<file path="src/bist_pkg.sv">
// shared constants and types for the built-in self test unit
package bist_pkg;
    // ------------------------------------------------------------
    // clock and beep timing
    // ------------------------------------------------------------
    localparam int CLK_MHZ = 100; // system clock rate in MHz
    localparam int BEEP_MS = 200; // one beep, and one gap, in milliseconds
    localparam int BEEP_CYC = BEEP_MS * 1000 * CLK_MHZ; // beep length in cycles

    // ------------------------------------------------------------
    // register map (byte addresses on the apb bus)
    // ------------------------------------------------------------
    localparam int AW = 8; // apb address width
    localparam logic [7:0] OFS_CTRL = 8'h00; // write-only test start
    localparam logic [7:0] OFS_STATUS = 8'h04; // read-only unit state
    localparam logic [7:0] OFS_RESULT = 8'h08; // read-only result word
    localparam logic [7:0] OFS_IRQ_STAT = 8'h0C; // read-only sticky events
    localparam logic [7:0] OFS_IRQ_EN = 8'h10; // read-write event enables
    localparam logic [7:0] OFS_IRQ_CLR = 8'h14; // write-only event clear
    localparam int CTRL_CONF = 0; // start confidence test
    localparam int CTRL_FULL = 1; // start full instrument test
    localparam int RES_W = 10; // result word width
    localparam int STAT_W = 4; // status field width
    localparam int IRQ_W = 3; // number of event bits
    localparam int IRQ_DONE = 0; // a test finished
    localparam int IRQ_FAIL = 1; // a test finished with a nonzero result
    localparam int IRQ_HALT = 2; // power-up test failed and is looping

    // ------------------------------------------------------------
    // subtest identities (bit index in the result word, except the precheck)
    // ------------------------------------------------------------
    localparam logic [3:0] ID_ROM = 4'h0; // program memory
    localparam logic [3:0] ID_RAM = 4'h1; // working memory
    localparam logic [3:0] ID_NVM = 4'h2; // nonvolatile memory
    localparam logic [3:0] ID_OPTO = 4'h3; // optical isolator
    localparam logic [3:0] ID_POT = 4'h4; // digital potentiometer
    localparam logic [3:0] ID_LOOP = 4'h5; // serial loopback
    localparam logic [3:0] ID_VMAX = 4'h6; // maximum output
    localparam logic [3:0] ID_VMIN = 4'h7; // minimum output
    localparam logic [3:0] ID_QSC = 4'h8; // quarter-scale output
    localparam logic [3:0] ID_QRB = 4'h9; // quarter-scale readback
    localparam logic [3:0] ID_PRE = 4'hA; // converter, limit and amplifier check
    localparam logic [3:0] STEP_PRE = 4'h6; // full-test step that runs the precheck
    localparam logic [3:0] LAST_PU = 4'h5; // last power-up step
    localparam logic [3:0] LAST_CONF = 4'h4; // last confidence step
    localparam logic [3:0] LAST_FULL = 4'hA; // last full-test step
    localparam logic [3:0] STEP_ONE = 4'h1; // step increment

    // ------------------------------------------------------------
    // beep counts and switch pattern
    // ------------------------------------------------------------
    localparam logic [2:0] BEEPS_MEM = 3'h1;
    localparam logic [2:0] BEEPS_NVM = 3'h2;
    localparam logic [2:0] BEEPS_OPTO = 3'h3;
    localparam logic [2:0] BEEPS_POT = 3'h6;
    localparam logic [2:0] BEEPS_LOOP = 3'h5;
    localparam logic [2:0] BEEPS_NONE = 3'h0;
    localparam logic [2:0] READY_BEEPS = 3'h3; // ready-for-initialization signal
    localparam logic [4:0] SW_ALL_ONES = 5'h1F; // switch pattern that skips power-up

    // which test the sequencer is running
    typedef enum logic [1:0] {
        M_PU = 2'b00,
        M_CONF = 2'b01,
        M_FULL = 2'b10
    } test_mode_t;

    // sequencer states
    typedef enum logic [2:0] {
        S_CAPT = 3'b000,
        S_SKIP = 3'b001,
        S_IDLE = 3'b010,
        S_ISSUE = 3'b011,
        S_WAIT = 3'b100,
        S_BEEP = 3'b101
    } seq_state_t;
endpackage

</file>
<file path="src/beep_sequencer.sv">
// beeper driver: counted beep groups and an even on/off toggle
`timescale 1ns/1ps
module beep_sequencer #(
    parameter int ON_CYCLES = bist_pkg::BEEP_CYC
) (
    input wire logic clock,
    input wire logic srst,
    input wire logic ce,
    input wire logic start,
    input wire logic [2:0] count,
    input wire logic toggle,
    output logic beep,
    output logic busy
);
    import bist_pkg::*;

    // ------------------------------------------------------------
    // state
    // ------------------------------------------------------------
    logic [31:0] tmr_q; // cycles into the current on or off period
    logic [2:0] left_q; // beeps still to sound
    logic on_q; // beeper drive
    logic act_q; // a counted group is in progress

    wire tick = (tmr_q == 32'(ON_CYCLES - 1));
    wire run = act_q | toggle;

    // period timer, held at zero while neither a group nor the toggle runs
    always_ff @(posedge clock) begin
        if (srst) begin
            tmr_q <= 32'h0000_0000;
        end else if (ce) begin
            tmr_q <= (!run || tick) ? 32'h0000_0000 : tmr_q + 32'h0000_0001;
        end
    end

    // on and off periods are equal; a trailing gap keeps groups apart
    always_ff @(posedge clock) begin
        if (srst) begin
            on_q <= 1'b0;
            act_q <= 1'b0;
            left_q <= BEEPS_NONE;
        end else if (ce) begin
            if (toggle) begin
                // free-running toggle overrides counted groups
                act_q <= 1'b0;
                if (tick) begin
                    on_q <= !on_q;
                end
            end else if (start && !act_q) begin
                act_q <= 1'b1;
                on_q <= 1'b1;
                left_q <= count;
            end else if (act_q && tick) begin
                if (on_q) begin
                    on_q <= 1'b0;
                    left_q <= left_q - 3'h1;
                end else if (left_q != BEEPS_NONE) begin
                    on_q <= 1'b1;
                end else begin
                    act_q <= 1'b0;
                end
            end else if (!act_q) begin
                on_q <= 1'b0;
            end
        end
    end

    assign beep = on_q;
    assign busy = act_q;
endmodule // beep_sequencer

</file>
<file path="src/built_in_self_test_unit.sv">
// self test sequencer with apb registers, error reporting and beeper
//
// Decided for this implementation: the register addresses and the APB register port.
`timescale 1ns/1ps
// Operation
// RQ1 - result zero on pass, else failed-subtest bits
// RQ2 - run all subtests, accumulate every failure
// RQ3 - both tests report bits zero to four
// RQ4 - bits five to nine only from full test; the power-up test also sets bit five
// RQ5 - power-up failure beeps identify the subtest
// RQ6 - failed power-up subtest repeats forever
// RQ7 - all-ones switches skip the power-up test
// RQ8 - after skip, toggle beeper until address valid
// RQ9 - confidence test leaves supply output alone
// RQ10 - analog precheck gates the output subtests
// RQ11 - every failure queues error and beeps; the code beeps only for subtests zero to five
// RQ12 - missing calibration fails nonvolatile memory subtest
// RQ13 - three ready beeps once address is set
// RQ14 - result held until next test starts
module built_in_self_test_unit #(
    parameter int BEEP_CYCLES = bist_pkg::BEEP_CYC
) (
    input wire logic clock,
    input wire logic srst,
    input wire logic ce,
    input wire logic psel,
    input wire logic penable,
    input wire logic pwrite,
    input wire logic [bist_pkg::AW-1:0] paddr,
    input wire logic [31:0] pwdata,
    output logic [31:0] prdata,
    output logic pready,
    output logic pslverr,
    output logic irq,
    input wire logic [4:0] address_switch_bank,
    input wire logic cal_stored,
    output logic subtest_req,
    output logic [3:0] subtest_id,
    input wire logic subtest_done,
    input wire logic subtest_fail,
    output logic err_push,
    output logic [3:0] err_code,
    output logic beeper
);
    import bist_pkg::*;

    // ------------------------------------------------------------
    // decoding functions
    // ------------------------------------------------------------
    // full test slots the analog precheck in ahead of the output subtests
    function automatic logic [3:0] seq_id(test_mode_t m, logic [3:0] s);
        seq_id = (m != M_FULL || s < STEP_PRE) ? s : (s == STEP_PRE) ? ID_PRE : s - STEP_ONE;
    endfunction

    // beep count for a failed subtest; output subtests stay silent
    function automatic logic [2:0] beep_of(logic [3:0] id);
        case (id)
            ID_ROM, ID_RAM: beep_of = BEEPS_MEM;
            ID_NVM: beep_of = BEEPS_NVM;
            ID_OPTO: beep_of = BEEPS_OPTO;
            ID_POT: beep_of = BEEPS_POT;
            ID_LOOP: beep_of = BEEPS_LOOP;
            default: beep_of = BEEPS_NONE;
        endcase
    endfunction

    // ------------------------------------------------------------
    // state
    // ------------------------------------------------------------
    seq_state_t st_q; // sequencer state
    seq_state_t st_d; // its next value
    test_mode_t mode_q; // running or last test
    logic [3:0] step_q; // position in the test list
    logic [RES_W-1:0] result_q; // accumulated failure bits
    logic fail_q; // current subtest failed
    logic pre_fail_q; // analog precheck failed this run
    logic halt_q; // power-up failure seen, looping
    logic valid_q; // result_q holds a finished test
    logic err_push_q; // error queue push pulse
    logic [3:0] err_code_q; // subtest that failed
    logic beep_start_q; // beeper group request
    logic [2:0] beep_cnt_q; // beeps in that group
    logic beep_busy; // beeper sounding a group
    logic [31:0] prdata_q; // read data caught in setup
    logic [IRQ_W-1:0] irq_stat_q; // sticky events
    logic [IRQ_W-1:0] irq_en_q; // event enables

    // ------------------------------------------------------------
    // bus decode
    // ------------------------------------------------------------
    wire acc = psel & penable;
    wire wr = acc & pwrite;
    wire sel_ctrl = (paddr == OFS_CTRL);
    wire sel_status = (paddr == OFS_STATUS);
    wire sel_result = (paddr == OFS_RESULT);
    wire sel_stat = (paddr == OFS_IRQ_STAT);
    wire sel_en = (paddr == OFS_IRQ_EN);
    wire sel_clr = (paddr == OFS_IRQ_CLR);
    wire mapped = sel_ctrl | sel_status | sel_result | sel_stat | sel_en | sel_clr;
    // starts are ignored unless the sequencer is idle
    wire idle = (st_q == S_IDLE);
    wire start_conf = wr & sel_ctrl & pwdata[CTRL_CONF] & idle;
    wire start_full = wr & sel_ctrl & pwdata[CTRL_FULL] & idle & !start_conf;
    wire start_any = start_conf | start_full;

    // ------------------------------------------------------------
    // sequencer decode
    // ------------------------------------------------------------
    wire [3:0] cur_id = seq_id(mode_q, step_q);
    wire [3:0] last_step = (mode_q == M_FULL) ? LAST_FULL :
                           (mode_q == M_CONF) ? LAST_CONF : LAST_PU;
    wire last = (step_q == last_step);
    wire sw_all = (address_switch_bank == SW_ALL_ONES);
    // output subtests are not driven after a failed precheck [RQ10]
    wire forced = (mode_q == M_FULL) & pre_fail_q & (cur_id >= ID_VMAX) & (cur_id <= ID_QRB);
    // no stored calibration means the nonvolatile memory check fails [RQ12]
    wire fail_now = subtest_fail | ((cur_id == ID_NVM) & !cal_stored);
    wire rec_fail = ((st_q == S_WAIT) & subtest_done & fail_now) | ((st_q == S_ISSUE) & forced);
    wire beep_idle = !beep_busy & !beep_start_q;
    wire retry = (mode_q == M_PU) & halt_q;
    wire leave_beep = (st_q == S_BEEP) & beep_idle;
    wire step_adv = leave_beep & !retry & !last;
    wire done_ev = leave_beep & !retry & last;
    wire [IRQ_W-1:0] ev = {rec_fail & (mode_q == M_PU), done_ev & (result_q != '0), done_ev};
    wire [IRQ_W-1:0] clr = (wr & sel_clr) ? pwdata[IRQ_W-1:0] : '0;
    wire [STAT_W-1:0] status = {valid_q, halt_q, st_q == S_SKIP, !idle};
    wire [31:0] rd_mux = sel_status ? 32'(status) :
                         sel_result ? 32'(result_q) :
                         sel_stat ? 32'(irq_stat_q) :
                         sel_en ? 32'(irq_en_q) : 32'h0000_0000;

    // ------------------------------------------------------------
    // next state
    // ------------------------------------------------------------
    always_comb begin
        st_d = st_q;
        case (st_q)
            // power-up entry: skip the test on an all-ones switch bank [RQ7]
            S_CAPT: st_d = sw_all ? S_SKIP : S_ISSUE;
            // wait for a real address before normal operation [RQ8]
            S_SKIP: if (!sw_all) st_d = S_IDLE;
            S_IDLE: if (start_any) st_d = S_ISSUE;
            S_ISSUE: st_d = forced ? S_BEEP : S_WAIT;
            S_WAIT: if (subtest_done) st_d = S_BEEP;
            // a failed power-up subtest loops here and never reaches idle [RQ6]
            S_BEEP: if (beep_idle) st_d = (retry || !last) ? S_ISSUE : S_IDLE;
            default: st_d = S_CAPT;
        endcase
    end

    // state register
    always_ff @(posedge clock) begin
        if (srst) begin
            st_q <= S_CAPT;
        end else if (ce) begin
            st_q <= st_d;
        end
    end

    // test selection and step; a failure stops the walk only in the power-up test [RQ2]
    always_ff @(posedge clock) begin
        if (srst) begin
            mode_q <= M_PU;
            step_q <= 4'h0;
        end else if (ce) begin
            if (start_any) begin
                mode_q <= start_conf ? M_CONF : M_FULL;
                step_q <= 4'h0;
            end else if (step_adv) begin
                step_q <= step_q + STEP_ONE;
            end
        end
    end

    // result word: cleared at start, one bit per failed subtest except the precheck, then held [RQ1] [RQ14]
    always_ff @(posedge clock) begin
        if (srst) begin
            result_q <= '0;
        end else if (ce) begin
            if (start_any) begin
                result_q <= '0;
            end else if (rec_fail && cur_id < ID_PRE) begin
                result_q[cur_id] <= 1'b1; // [RQ3] [RQ4]
            end
        end
    end

    // per-subtest failure, precheck outcome, power-up halt and result valid
    always_ff @(posedge clock) begin
        if (srst) begin
            fail_q <= 1'b0;
            pre_fail_q <= 1'b0;
            halt_q <= 1'b0;
            valid_q <= 1'b0;
        end else if (ce) begin
            if (st_q == S_ISSUE) begin
                fail_q <= forced;
            end else if (st_q == S_WAIT && subtest_done) begin
                fail_q <= fail_now;
            end
            pre_fail_q <= start_any ? 1'b0 : (pre_fail_q | (rec_fail & (cur_id == ID_PRE)));
            halt_q <= halt_q | (rec_fail & (mode_q == M_PU));
            valid_q <= start_any ? 1'b0 : (valid_q | done_ev);
        end
    end

    // each failure pushes an error entry; subtests zero to five also ask for their beep group [RQ11] [RQ5]
    always_ff @(posedge clock) begin
        if (srst) begin
            err_push_q <= 1'b0;
            err_code_q <= 4'h0;
            beep_start_q <= 1'b0;
            beep_cnt_q <= BEEPS_NONE;
        end else if (ce) begin
            err_push_q <= rec_fail;
            if (rec_fail) begin
                err_code_q <= cur_id;
            end
            // leaving the skip wait gives the ready signal [RQ13]
            beep_start_q <= (rec_fail & (beep_of(cur_id) != BEEPS_NONE)) |
                            ((st_q == S_SKIP) & !sw_all);
            beep_cnt_q <= (st_q == S_SKIP) ? READY_BEEPS : beep_of(cur_id);
        end
    end

    // ------------------------------------------------------------
    // registers and interrupt
    // ------------------------------------------------------------
    // read data is caught in the setup cycle so it comes from a flop
    always_ff @(posedge clock) begin
        if (srst) begin
            prdata_q <= 32'h0000_0000;
        end else if (ce && psel && !penable) begin
            prdata_q <= rd_mux;
        end
    end

    // sticky events: a new event wins over a clear in the same cycle
    always_ff @(posedge clock) begin
        if (srst) begin
            irq_stat_q <= '0;
            irq_en_q <= '0;
        end else if (ce) begin
            irq_stat_q <= (irq_stat_q & ~clr) | ev;
            if (wr && sel_en) begin
                irq_en_q <= pwdata[IRQ_W-1:0];
            end
        end
    end

    // beeper; the skip state runs it as an even toggle [RQ8]
    beep_sequencer #(.ON_CYCLES(BEEP_CYCLES)) u_beep (
        .clock(clock),
        .srst(srst),
        .ce(ce),
        .start(beep_start_q),
        .count(beep_cnt_q),
        .toggle(st_q == S_SKIP),
        .beep(beeper),
        .busy(beep_busy)
    );

    // outputs; confidence list stops at the potentiometer, output untouched [RQ9]
    assign subtest_req = (st_q == S_ISSUE) & !forced;
    assign subtest_id = cur_id;
    assign err_push = err_push_q;
    assign err_code = err_code_q;
    assign prdata = prdata_q;
    assign pready = 1'b1;
    assign pslverr = acc & !mapped;
    assign irq = |(irq_stat_q & irq_en_q);
endmodule // built_in_self_test_unit

</file>
<file path="config.mk">
export PLATFORM = sky130hd
export DESIGN_NAME = built_in_self_test_unit
export DESIGN_NICKNAME = d
export VERILOG_FILES = /design/src/bist_pkg.sv /design/src/beep_sequencer.sv /design/src/built_in_self_test_unit.sv
export SDC_FILE = /design/constraint.sdc
export NUM_CORES = 1
export LEC_CHECK = 0
export BUFFER_PORTS_ARGS = -buffer_cell sky130_fd_sc_hd__buf_2
export CAP_MARGIN = 25
export CORE_AREA = 2 2 126 128
export DETAILED_ROUTE_END_ITERATION = 10
export DIE_AREA = 0 0 128 130
export SKIP_CTS_REPAIR_TIMING = 1
export SLEW_MARGIN = 25
export SYNTH_ARGS = -nofsm -noshare
export SYNTH_HDL_FRONTEND = slang
export SYNTH_SLANG_ARGS = --single-unit
</file>
<file path="constraint.sdc">
create_clock -name clock -period 2.4 [get_ports clock]
set_input_delay 0 -clock clock [delete_from_list [all_inputs] [get_ports clock]]
set_output_delay 0 -clock clock [all_outputs]
set_load 0.02 [all_outputs]
</file>
==> results of run 1 <==
-- cells in the mapped netlist, types with 5 or more instances --
| cell type | count |
|---|---|
| dfxtp_1 | 84 |
| nor2_1 | 80 |
| nand2_1 | 47 |
| nand3_1 | 32 |
| buf_4 | 28 |
| xor2_1 | 22 |
| a21oi_1 | 21 |
| o21ai_0 | 21 |
| a22oi_1 | 18 |
| clkbuf_1 | 15 |
| nand4_1 | 15 |
| inv_1 | 12 |
| nor4_1 | 10 |
| nor2b_1 | 9 |
| o21ai_2 | 9 |
| xnor2_1 | 9 |
| ha_1 | 8 |
| mux2i_1 | 8 |
| nand2b_1 | 8 |
| and3_1 | 7 |
| nor3_1 | 7 |
| and2_1 | 5 |
| buf_2 | 5 |
-- power breakdown --
group | total (mW) | leakage [nW] | switching, mW | internal (mW)
Combinational | 0.216 | 1.15 | 0.144 | 0.0724
Clock | 1.70 | 0.173 | 0.580 | 1.12
Sequential | 1.42 | 0.678 | 0.0127 | 1.41
-- cell type report --
cell class	instances	area share [%]
sequential	84	31.5
clock inverter	6	2.55
tap	192	4.50
multi-input combinational	419	47.2
inverter	15	1.08
clock buffer	10	4.29
timing repair buffer	76	8.86
-- logic make-up (layout without fill, tap and decap cells) --
kind of cell / count (synthesis) / in the layout / synth area share, %
AND/OR/NAND/NOR: 249 / 249 / 27.8
AO/OA/AOI/OAI: 98 / 98 / 15.5
flip-flops: 84 / 84 / 37.5
buffers and inverters: 65 / 107 / 8.28
XOR/XNOR: 31 / 31 / 6.05
adder cells (fa/ha/maj): 9 / 9 / 2.45
multiplexers: 9 / 9 / 2.29
other: 2 / 23 / 0.167
-- registers in the layout, indices dropped and copies added, names as in the netlist --
signal         cells
u_beep.tmr_q      32
prdata            10
result_q          10
err_code           4
step_q             4
beep_cnt_q         3
irq_en_q           3
irq_stat_q         3
st_q               3
u_beep.left_q      3
mode_q             2
beep_start_q       1
err_push           1
halt_q             1
pre_fail_q         1
u_beep.beep        1
u_beep.busy        1
valid_q            1
-- per-layer routing --
layer,share of wire [%],vias up
li1,-,1993
met1,51,1757
met2,43,70
met3,4.4,14
met4,1.3,0
met5,0,-
-- worst max-delay path: cells and delay by family (launching register included) --
kind,cells,cell delay [ps]
AO/OA/AOI/OAI,4,860
adder cells (fa/ha/maj),1,210
buffers and inverters,3,320
flip-flops,1,320
multiplexers,1,90
AND/OR/NAND/NOR,2,390
-- layout by cell type, fill, tap and decap left out, types with 10 or more instances in the layout --
cell type / count
nor2_1: 80
nand2_1: 47
o21ai_0: 20
nand3_1: 32
buf_2: 47
dfxtp_1: 84
nor4_1: 10
a21oi_1: 21
a22oi_1: 18
buf_4: 25
inv_1: 12
nand4_1: 15
xor2_1: 22
conb_1: 23
-- per-stage QoR --
stage	util [%]	total power, mW	hold slack, ps	TNS [ps]	setup WS [ps]
finish	34.6	3.34	69.5	0	116
global route	34.6	3.45	117	-92.0	-38.2
CTS	34.4	3.37	-82.1	0	59.6
detailed placement	32.0	1.66	278	0	83.5
global placement	32.0	1.66	271	0	102
floorplan	-	1.62	95.6	0	164
-- how the worst min path moves through the flow --
stage / startpoint / endpoint / slack [ps] / depth (start not counted)
final: paddr[4] / prdata[3] / 70 / 4
after global routing: paddr[2] / irq_en_q[2] / 120 / 3
after CTS: pwdata[2] / irq_en_q[2] / -80 / 3
after detailed placement: pwdata[1] / irq_en_q[1] / 280 / 3
after global placement: pwdata[2] / irq_en_q[2] / 270 / 3
after floorplan: pwdata[0] / mode_q[1] / 100 / 1
==> reports/results.ini, run 1 <==
[run_status]
run_status = completed

[timing]
tightest_slew_ps = 704
fmax_ghz = 0.438
relSlewSlack_pct = 52.9
period_needed_ps = 2280
drv_slew = 0
grt_setup_unrepaired = yes
min_period_over_period_pct = 95.2
fin_skew_ps = 8.32
setup-violations-final = 0
hold_viol = 0

[logic_synthesis]
post_synth.cell_area_avg_um2 = 8.21
synth_top_cell_area_share_pct = 37.5
ys_ff_latch = 84
yosysSeqAreaShare_pct = 37.5
synth_area_um2 = 4490
yosysTopAreaCell = dfxtp_1
netlist_instances = 547
synth_cell_type_count = 63
synthTopCellsByArea = dfxtp_1 (37%), nor2_1 (6.7%), buf_4 (4.7%), xor2_1 (4.3%), nand2_1 (3.9%)
async_flop_share_pct = 0
yosys_warnings = 0
ys.flop_type = dfxtp_1
synth_edf_count = 0

[placement]
hpwl_mm = 7.45
dpl-instance-area_um2 = 4940
place.gp.congestion = 0.806
dp_cells = 783
numPortBuffers = 47

[critical_path]
arrival_ps = 2540
reg2regPathDepth = 11
r2r-start = mode_q[0]
crit_chain = inv_1 -> ha_2 -> nor2b_2 -> a211o_2 -> clkinv_2 -> and3_2 -> mux2i_4 -> o21ai_4 -> buf_4 -> a21oi_1 -> a311oi_1
crit_type = reg2reg
r2r_end = err_code[2]
r2r_slack_ps = 120
endpoint_kind = flip-flop
startpoint_type = flip-flop
slowest_stage = a211o_2
crit_fanout = 6
endpoint = err_code[2]
max_stage_delay_ps = 340
worstSetupStartpoint = mode_q[0]
required_ps = 2660

[cts]
clk_pin_slew_worst_paths_ps = 60
clockBufferDepth = 2
clk-insertion-delay-late_ps = 340
cts_num_sinks = 84
cts_made_buffers = 9
cts_tree = yes
clock-root-buffer = clkbuf_16
h-tree-depth = 3

[floorplan]
start_util_pct = 29.1
die_x_um = 128
dieArea_um2 = 16600
die_y_um = 130
core_area_um2 = 15400
ios = 100
rows = 46

[final_layout]
regArea_um2 = 1680
final_nets = 667
antenna_cells = 0
fillers = 1610
final_cells = 802
syn_to_final_growth_pct = 19.0
multi_input_area_um2 = 2520
design_area_um2 = 5340
drive_gt1_share_pct = 19.3

[detailed_routing]
drt_iter0_markers = 225
via_count = 3834
totalWireLength_mm = 10.4
drc_errors = 0
first_pass_iters = 4
ant_nets = 0
wl_per_cell_um = 12.9
avgViaCountPerCell = 4.78

[grt]
grt_pass1_wl_mm = 16.9
grt_max_degree = 45
grt_pass1_vias = 3533
grtUsageMet1_pct = 17.6
antenna_found_initial = 0
met3_usage_pct = 3.08
track_usage_pct = 12.6
grt-busiest-layer = met2
met2_usage_pct = 19.1
grt_overflow = 0

[run]
maxCapViolCount = 0

[pwr]
ir_drop_v = 0.000375
powerDensity_nw_per_um2 = 626
power.leakage_nw = 2.00

[worst_hold_path]
worstHoldPathType = in2reg

(Power assumes the default switching activity.)
==> inputs of run 2 (changes only) <==
--- a/config.mk
+++ b/config.mk
@@ -10,6 +10,7 @@
 export CORE_AREA = 2 2 126 128
 export DETAILED_ROUTE_END_ITERATION = 10
 export DIE_AREA = 0 0 128 130
+export PLACE_DENSITY = 0.57
 export SKIP_CTS_REPAIR_TIMING = 1
 export SLEW_MARGIN = 25
 export SYNTH_ARGS = -nofsm -noshare
==> constraint.sdc (replaced) <==
create_clock -name clock -period 2.8 [get_ports clock]
set_input_delay 0 -clock clock [delete_from_list [all_inputs] [get_ports clock]]
set_output_delay 0 -clock clock [all_outputs]
set_load 0.02 [all_outputs]
==> run 2 against run 1 <==
  * Via count is 1.5% higher
  * First-iteration DRC count increased by 12%
  * Clock power fell by 29%
  * Sequential share of layout area grew 0.93 points
  * Clock-buffer cell count up 1
  * Sequential cell count is the same
  * Register-to-register slack improved by 130 ps
  * Highest routed layer unchanged
  * Critical path type unchanged
  * Worst setup slack gained 130 ps
  * Cell count decreased by 1.5%
  * Largest cell class unchanged
==> reports/results.ini, run 2 (same netlist as run 1, synthesis figures left out) <==
[placement]
numPortBuffers = 47
hpwl_mm = 7.85
place.gp.congestion = 0.835
dp_cells = 771

[run_status]
run_status = completed

[final_layout]
largest_reg_flops = 32
drive_gt1_share_pct = 17.4
antenna_cells = 0
final_cells = 790
largest-register = u_beep.tmr_q
final_common_cell = dfxtp_1
final_cell_mix = dfxtp_1 (84), nor2_1 (80), nand2_1 (47), buf_2 (47), nand3_1 (32)
syn_to_final_growth_pct = 15.5
final_nets = 655
final_core_util_pct = 33.6
fillers = 1624

[cts]
clockBufferDepth = 2
cts_tree = yes
clock-root-buffer = clkbuf_16
clk-insertion-delay-late_ps = 340
cts_made_buffers = 9
cts_num_sinks = 84
h-tree-depth = 3
clk_pin_slew_worst_paths_ps = 60

[grt]
grt_pass1_vias = 3628
grt_pass1_wl_mm = 17.2
grt_overflow = 0
antenna_found_initial = 0
grt_max_degree = 33
track_usage_pct = 13.0

[floorplan]
die_y_um = 130
start_util_pct = 29.1
dieArea_um2 = 16600
core_area_um2 = 15400
die_x_um = 128
ios = 100
rows = 46

[critical_path]
cp_top_family = simple AND/OR/NAND/NOR gates
startpoint_type = flip-flop
required_ps = 3020
max_stage_delay_ps = 350
crit_fanout = 13
crit_chain = inv_1 -> ha_1 -> nor2b_1 -> a211o_2 -> clkinv_2 -> and3_2 -> mux2i_4 -> o21ai_4 -> nand2_2 -> mux2i_1
endpoint_kind = flip-flop
slowest_stage = a211o_2
r2r-start = mode_q[0]
arrival_ps = 2770
crit_type = reg2reg
worstSetupStartpoint = mode_q[0]
cp_num_buf_inv = 2

[pwr]
powerDensity_nw_per_um2 = 502
p_seq_share_pct = 46.9
power_switching_mw = 0.622
ir_drop_v = 0.000246
clockPowerShare_pct = 46.2
p_sw_share_pct = 23.9
p_int_mw = 1.98
power.leakage_nw = 1.91
pwr-share-comb_pct = 6.9

[detailed_routing]
drt_iter0_markers = 251
ant_nets = 0
totalWireLength_mm = 10.5
first_pass_iters = 5
wl_per_cell_um = 13.2
via_count = 3891
drc_errors = 0
avgViaCountPerCell = 4.93

[timing]
setup-violations-final = 0
fin_skew_ps = 6.40
min_period_over_period_pct = 91.0
tightest_slew_ps = 605
period_needed_ps = 2550
finalSetupTns_ps = 0
drv_slew = 0
relSlewSlack_pct = 59.4
grt_setup_unrepaired = no
hold_viol = 0
fmax_ghz = 0.392

[worst_hold_path]
worstHoldStart = srst
worstHoldPathType = in2reg

[run]
maxCapViolCount = 0

run 2: power by group through the flow:
stage                     clock network, mW  logic, mW  registers (mW)
after floorplan                           0      0.149            1.24
after global placement                    0      0.171            1.25
after global routing                   1.29      0.201            1.22
final                                  1.20      0.179            1.22
after detailed placement                  0      0.175            1.25
after CTS                              1.23      0.176            1.22
run 2: path summary, 6_finish.rpt:
path	to	slack [ps]	depth (start not counted)
setup / recovery	err_code[1]	250	10
hold / removal	beep_cnt_q[2]	60	2
setup reg to reg	err_code[1]	250	10
hold reg to reg	err_push	480	2
run 2: worst reg2reg max path: stages (launching register included):
cell	delay, ps
dfxtp_1	330
inv_1	60
ha_1	250
nor2b_1	170
a211o_2	350
clkinv_2	90
and3_2	260
mux2i_4	100
o21ai_4	330
nand2_2	300
mux2i_1	200
run 2: metal layers:
metal,GRT usage [%],vias to the layer above,routed length (um)
met5,0,-,0
met4,4.46,0,188
met1,16.4,1823,5010
met2,21.3,75,4850
met3,3.65,16,411
li1,-,1977,-
run 2: final cells by class:
cell class                      count  area, um^2  area share [%]
Timing Repair Buffer               64         383            7.38
Clock inverter                      5        60.1            1.16
Clock buffer                       11         243            4.68
Multi-Input combinational cell    419        2520            48.6
Tap cell                          192         240            4.63
Sequential cell                    84        1680            32.4
Inverter                           15        57.6            1.11
run 2: per-stage QoR:
stage | cell area [um^2] | total power [mW] | worst slack (ps) | hold slack (ps)
after floorplan | 4570 | 1.39 | 564 | 95.6
final | 5190 | 2.60 | 251 | 55.4
after global routing | 5190 | 2.71 | 68.9 | 61.8
after detailed placement | 4850 | 1.42 | 263 | 278
after global placement | 4850 | 1.42 | 321 | 277
after CTS | 5150 | 2.63 | 251 | -85.1
==> inputs of run 3 (changes only) <==
--- a/config.mk
+++ b/config.mk
@@ -5,12 +5,13 @@
 export SDC_FILE = /design/constraint.sdc
 export NUM_CORES = 1
 export LEC_CHECK = 0
+export ABC_AREA = 1
 export BUFFER_PORTS_ARGS = -buffer_cell sky130_fd_sc_hd__buf_2
 export CAP_MARGIN = 25
-export CORE_AREA = 2 2 126 128
+export CORE_AREA = 2 2 129 131
 export DETAILED_ROUTE_END_ITERATION = 10
-export DIE_AREA = 0 0 128 130
-export PLACE_DENSITY = 0.57
+export DIE_AREA = 0 0 131 133
+export PLACE_DENSITY = 0.56
 export SKIP_CTS_REPAIR_TIMING = 1
 export SLEW_MARGIN = 25
 export SYNTH_ARGS = -nofsm -noshare
==> run 3 against run 2 <==
  * The run now ends with negative hold slack left
  * Clock skew up 3.3 ps
  * Critical path depth rose by 1
  * Worst hold slack got worse by 76 ps
  * Via count rose by 11%
  * Clock power grew 9%
  * Synthesized cell count up 25%
  * Worst setup slack gained 360 ps
  * Global-route usage up 0.41 points
  * Largest power group is now clock
  * Clock-buffer cell count fell by 2
  * Critical endpoint is now u_beep.tmr_q[11]
  * Design area increased by 5.5%
  * Highest routed layer unchanged
==> reports/results.ini, run 3 <==
[detailed_routing]
ant_nets = 0
first_pass_iters = 4
via_count = 4331
totalWireLength_mm = 11.2
drc_errors = 0
drt_iter0_markers = 273
wl_per_cell_um = 11.6
avgViaCountPerCell = 4.51

[floorplan]
die_y_um = 133
start_util_pct = 29.2
core_area_um2 = 16200
dieArea_um2 = 17400
ios = 100
die_x_um = 131
rows = 47

[placement]
hpwl_mm = 8.43
dpl-instance-area_um2 = 5120
place.gp.congestion = 0.818
numPortBuffers = 47
dp_cells = 942

[grt]
antenna_found_initial = 0
grt_pass1_vias = 3893
grt_overflow = 0
grt_pass1_wl_mm = 18.5
track_usage_pct = 13.4
grt_max_degree = 20

[logic_synthesis]
yosys_warnings = 0
yosysTopAreaCell = dfxtp_1
async_flop_share_pct = 0
ys.flop_type = dfxtp_1
synth_top_cell_area_share_pct = 35.6
synthSimpleGateAreaFrac_pct = 32.2
synth_fa_ha_area_share_pct = 2.12
synth_common_cells = nand2_1 (110), nor2_1 (95), inv_1 (93), dfxtp_1 (84), a21oi_1 (44)
synthTopCellsByArea = dfxtp_1 (36%), nand2_1 (8.7%), nor2_1 (7.5%), inv_1 (7.4%), a21oi_1 (4.7%)
synth_xor_area_share_pct = 2.41
netlist_instances = 683
synth_compound_area_share_pct = 14.5
post_synth.cell_area_avg_um2 = 6.92
synth_cell_type_count = 46
ys_ff_latch = 84
synth_edf_count = 0
synth_area_um2 = 4720
synth_top_family_by_area = simple AND/OR/NAND/NOR gates
synthMuxAreaShare_pct = 0
yosysMostFrequentCell = nand2_1
yosysSeqAreaShare_pct = 35.6

[timing]
fmax_ghz = 0.456
hold_ws_ps = -20.5
min_period_over_period_pct = 78.2
relSlewSlack_pct = 40.8
period_needed_ps = 2190
setup-violations-final = 0
finalSetupTns_ps = 0
tightest_slew_ps = 880
grt_setup_unrepaired = no
fin_skew_ps = 9.74
hold_viol = 2
drv_slew = 0

[pwr]
total_power_mw = 2.78
powerDensity_nw_per_um2 = 509
ir_drop_v = 0.000351
power.leakage_nw = 2.18

[final_layout]
design_area_um2 = 5470
final_cells = 960
syn_to_final_growth_pct = 15.8
largest_reg_flops = 32
final_common_cell = nand2_1
final_cell_mix = nand2_1 (110), nor2_1 (95), inv_1 (93), dfxtp_1 (84), buf_2 (47)
final_nets = 797
largest-register = u_beep.tmr_q
fillers = 1746
antenna_cells = 0
drive_gt1_share_pct = 15.1

[worst_hold_path]
worstHoldPathType = in2reg
worstHoldStart = pwdata[0]

[critical_path]
crit_type = reg2reg
worstSetupStartpoint = u_beep.tmr_q[0]
crit_fanout = 15
required_ps = 3030
endpoint_kind = flip-flop
r2r-start = u_beep.tmr_q[0]
startpoint_type = flip-flop
arrival_ps = 2420

[cts]
h-tree-depth = 3
clockBufferDepth = 2
cts_tree = yes
clk-insertion-delay-late_ps = 350
cts_made_buffers = 9
cts_num_sinks = 84
clk_pin_slew_worst_paths_ps = 60
clock-root-buffer = clkbuf_16

[run_status]
failed_checks = negative hold slack
run_status = complete, but fails checks

[run]
maxCapViolCount = 0

==> run 3: cell types whose count changed after synthesis, sizes merged, moves of 8 or more <==
cell and change:
nor3 +12, nand2b -8, a21oi +32, nor2b -9, xor2 -15, mux2i -9
nor2 +19, inv +84, a22oi -18, nand2 +74, nand3 +13
==> run 3: cell type report <==
type	count	area [um^2]	area share, %
Multi-Input combinational cell	485	2510	45.8
Tap cell	220	275	5.03
Inverter	99	373	6.82
Timing Repair Buffer	56	308	5.63
Clock buffer	9	225	4.12
Clock inverter	7	98.8	1.81
Sequential cell	84	1680	30.7
==> run 3: power breakdown <==
part	internal, mW	switching [mW]	total (mW)
combinational	0.0727	0.167	0.240
clock	0.788	0.522	1.31
sequential	1.22	0.0169	1.23
==> run 3: logic make-up (layout without fill, tap and decap cells) <==
| logic type | count (synthesis) | after routing |
|---|---|---|
| AO/OA/AOI/OAI | 114 | 114 |
| XOR/XNOR | 13 | 13 |
| adder cells (fa/ha/maj) | 8 | 8 |
| buffers and inverters | 135 | 171 |
| flip-flops | 84 | 84 |
| other | 2 | 23 |
| AND/OR/NAND/NOR | 327 | 327 |
==> run 3: critical path: stages (launching register included) <==
cell,delay (ps)
dfxtp_1,370
ha_1,180
nand2_1,90
nor3_1,200
nand2_1,120
nor3_1,230
nand2_1,80
o21ai_0,80
nand2_1,100
nand2_2,280
buf_4,270
a211oi_1,70
==> run 3: through the flow <==
| stage | worst slack [ps] | utilization, % |
|---|---|---|
| floorplan | 874 | - |
| global placement | 609 | 31.7 |
| detailed placement | 593 | 31.7 |
| CTS | 571 | 33.7 |
| global route | 235 | 33.8 |
| finish | 609 | 33.8 |
==> run 3: worst paths after layout <==
check | endpoint | slack [ps] | cells past startpoint
worst min register to register | pre_fail_q | 460 | 2
worst max register to register | u_beep.tmr_q[11] | 610 | 11
worst min-delay path | irq_en_q[0] | -20 | 3
worst max-delay path | u_beep.tmr_q[11] | 610 | 11
==> run 3: metal layers <==
layer | share of wire, % | track usage, %
met1 | 51 | 18.8
met2 | 44 | 20.1
met3 | 3.3 | 2.22
met4 | 1.8 | 5.91
met5 | 0 | 0
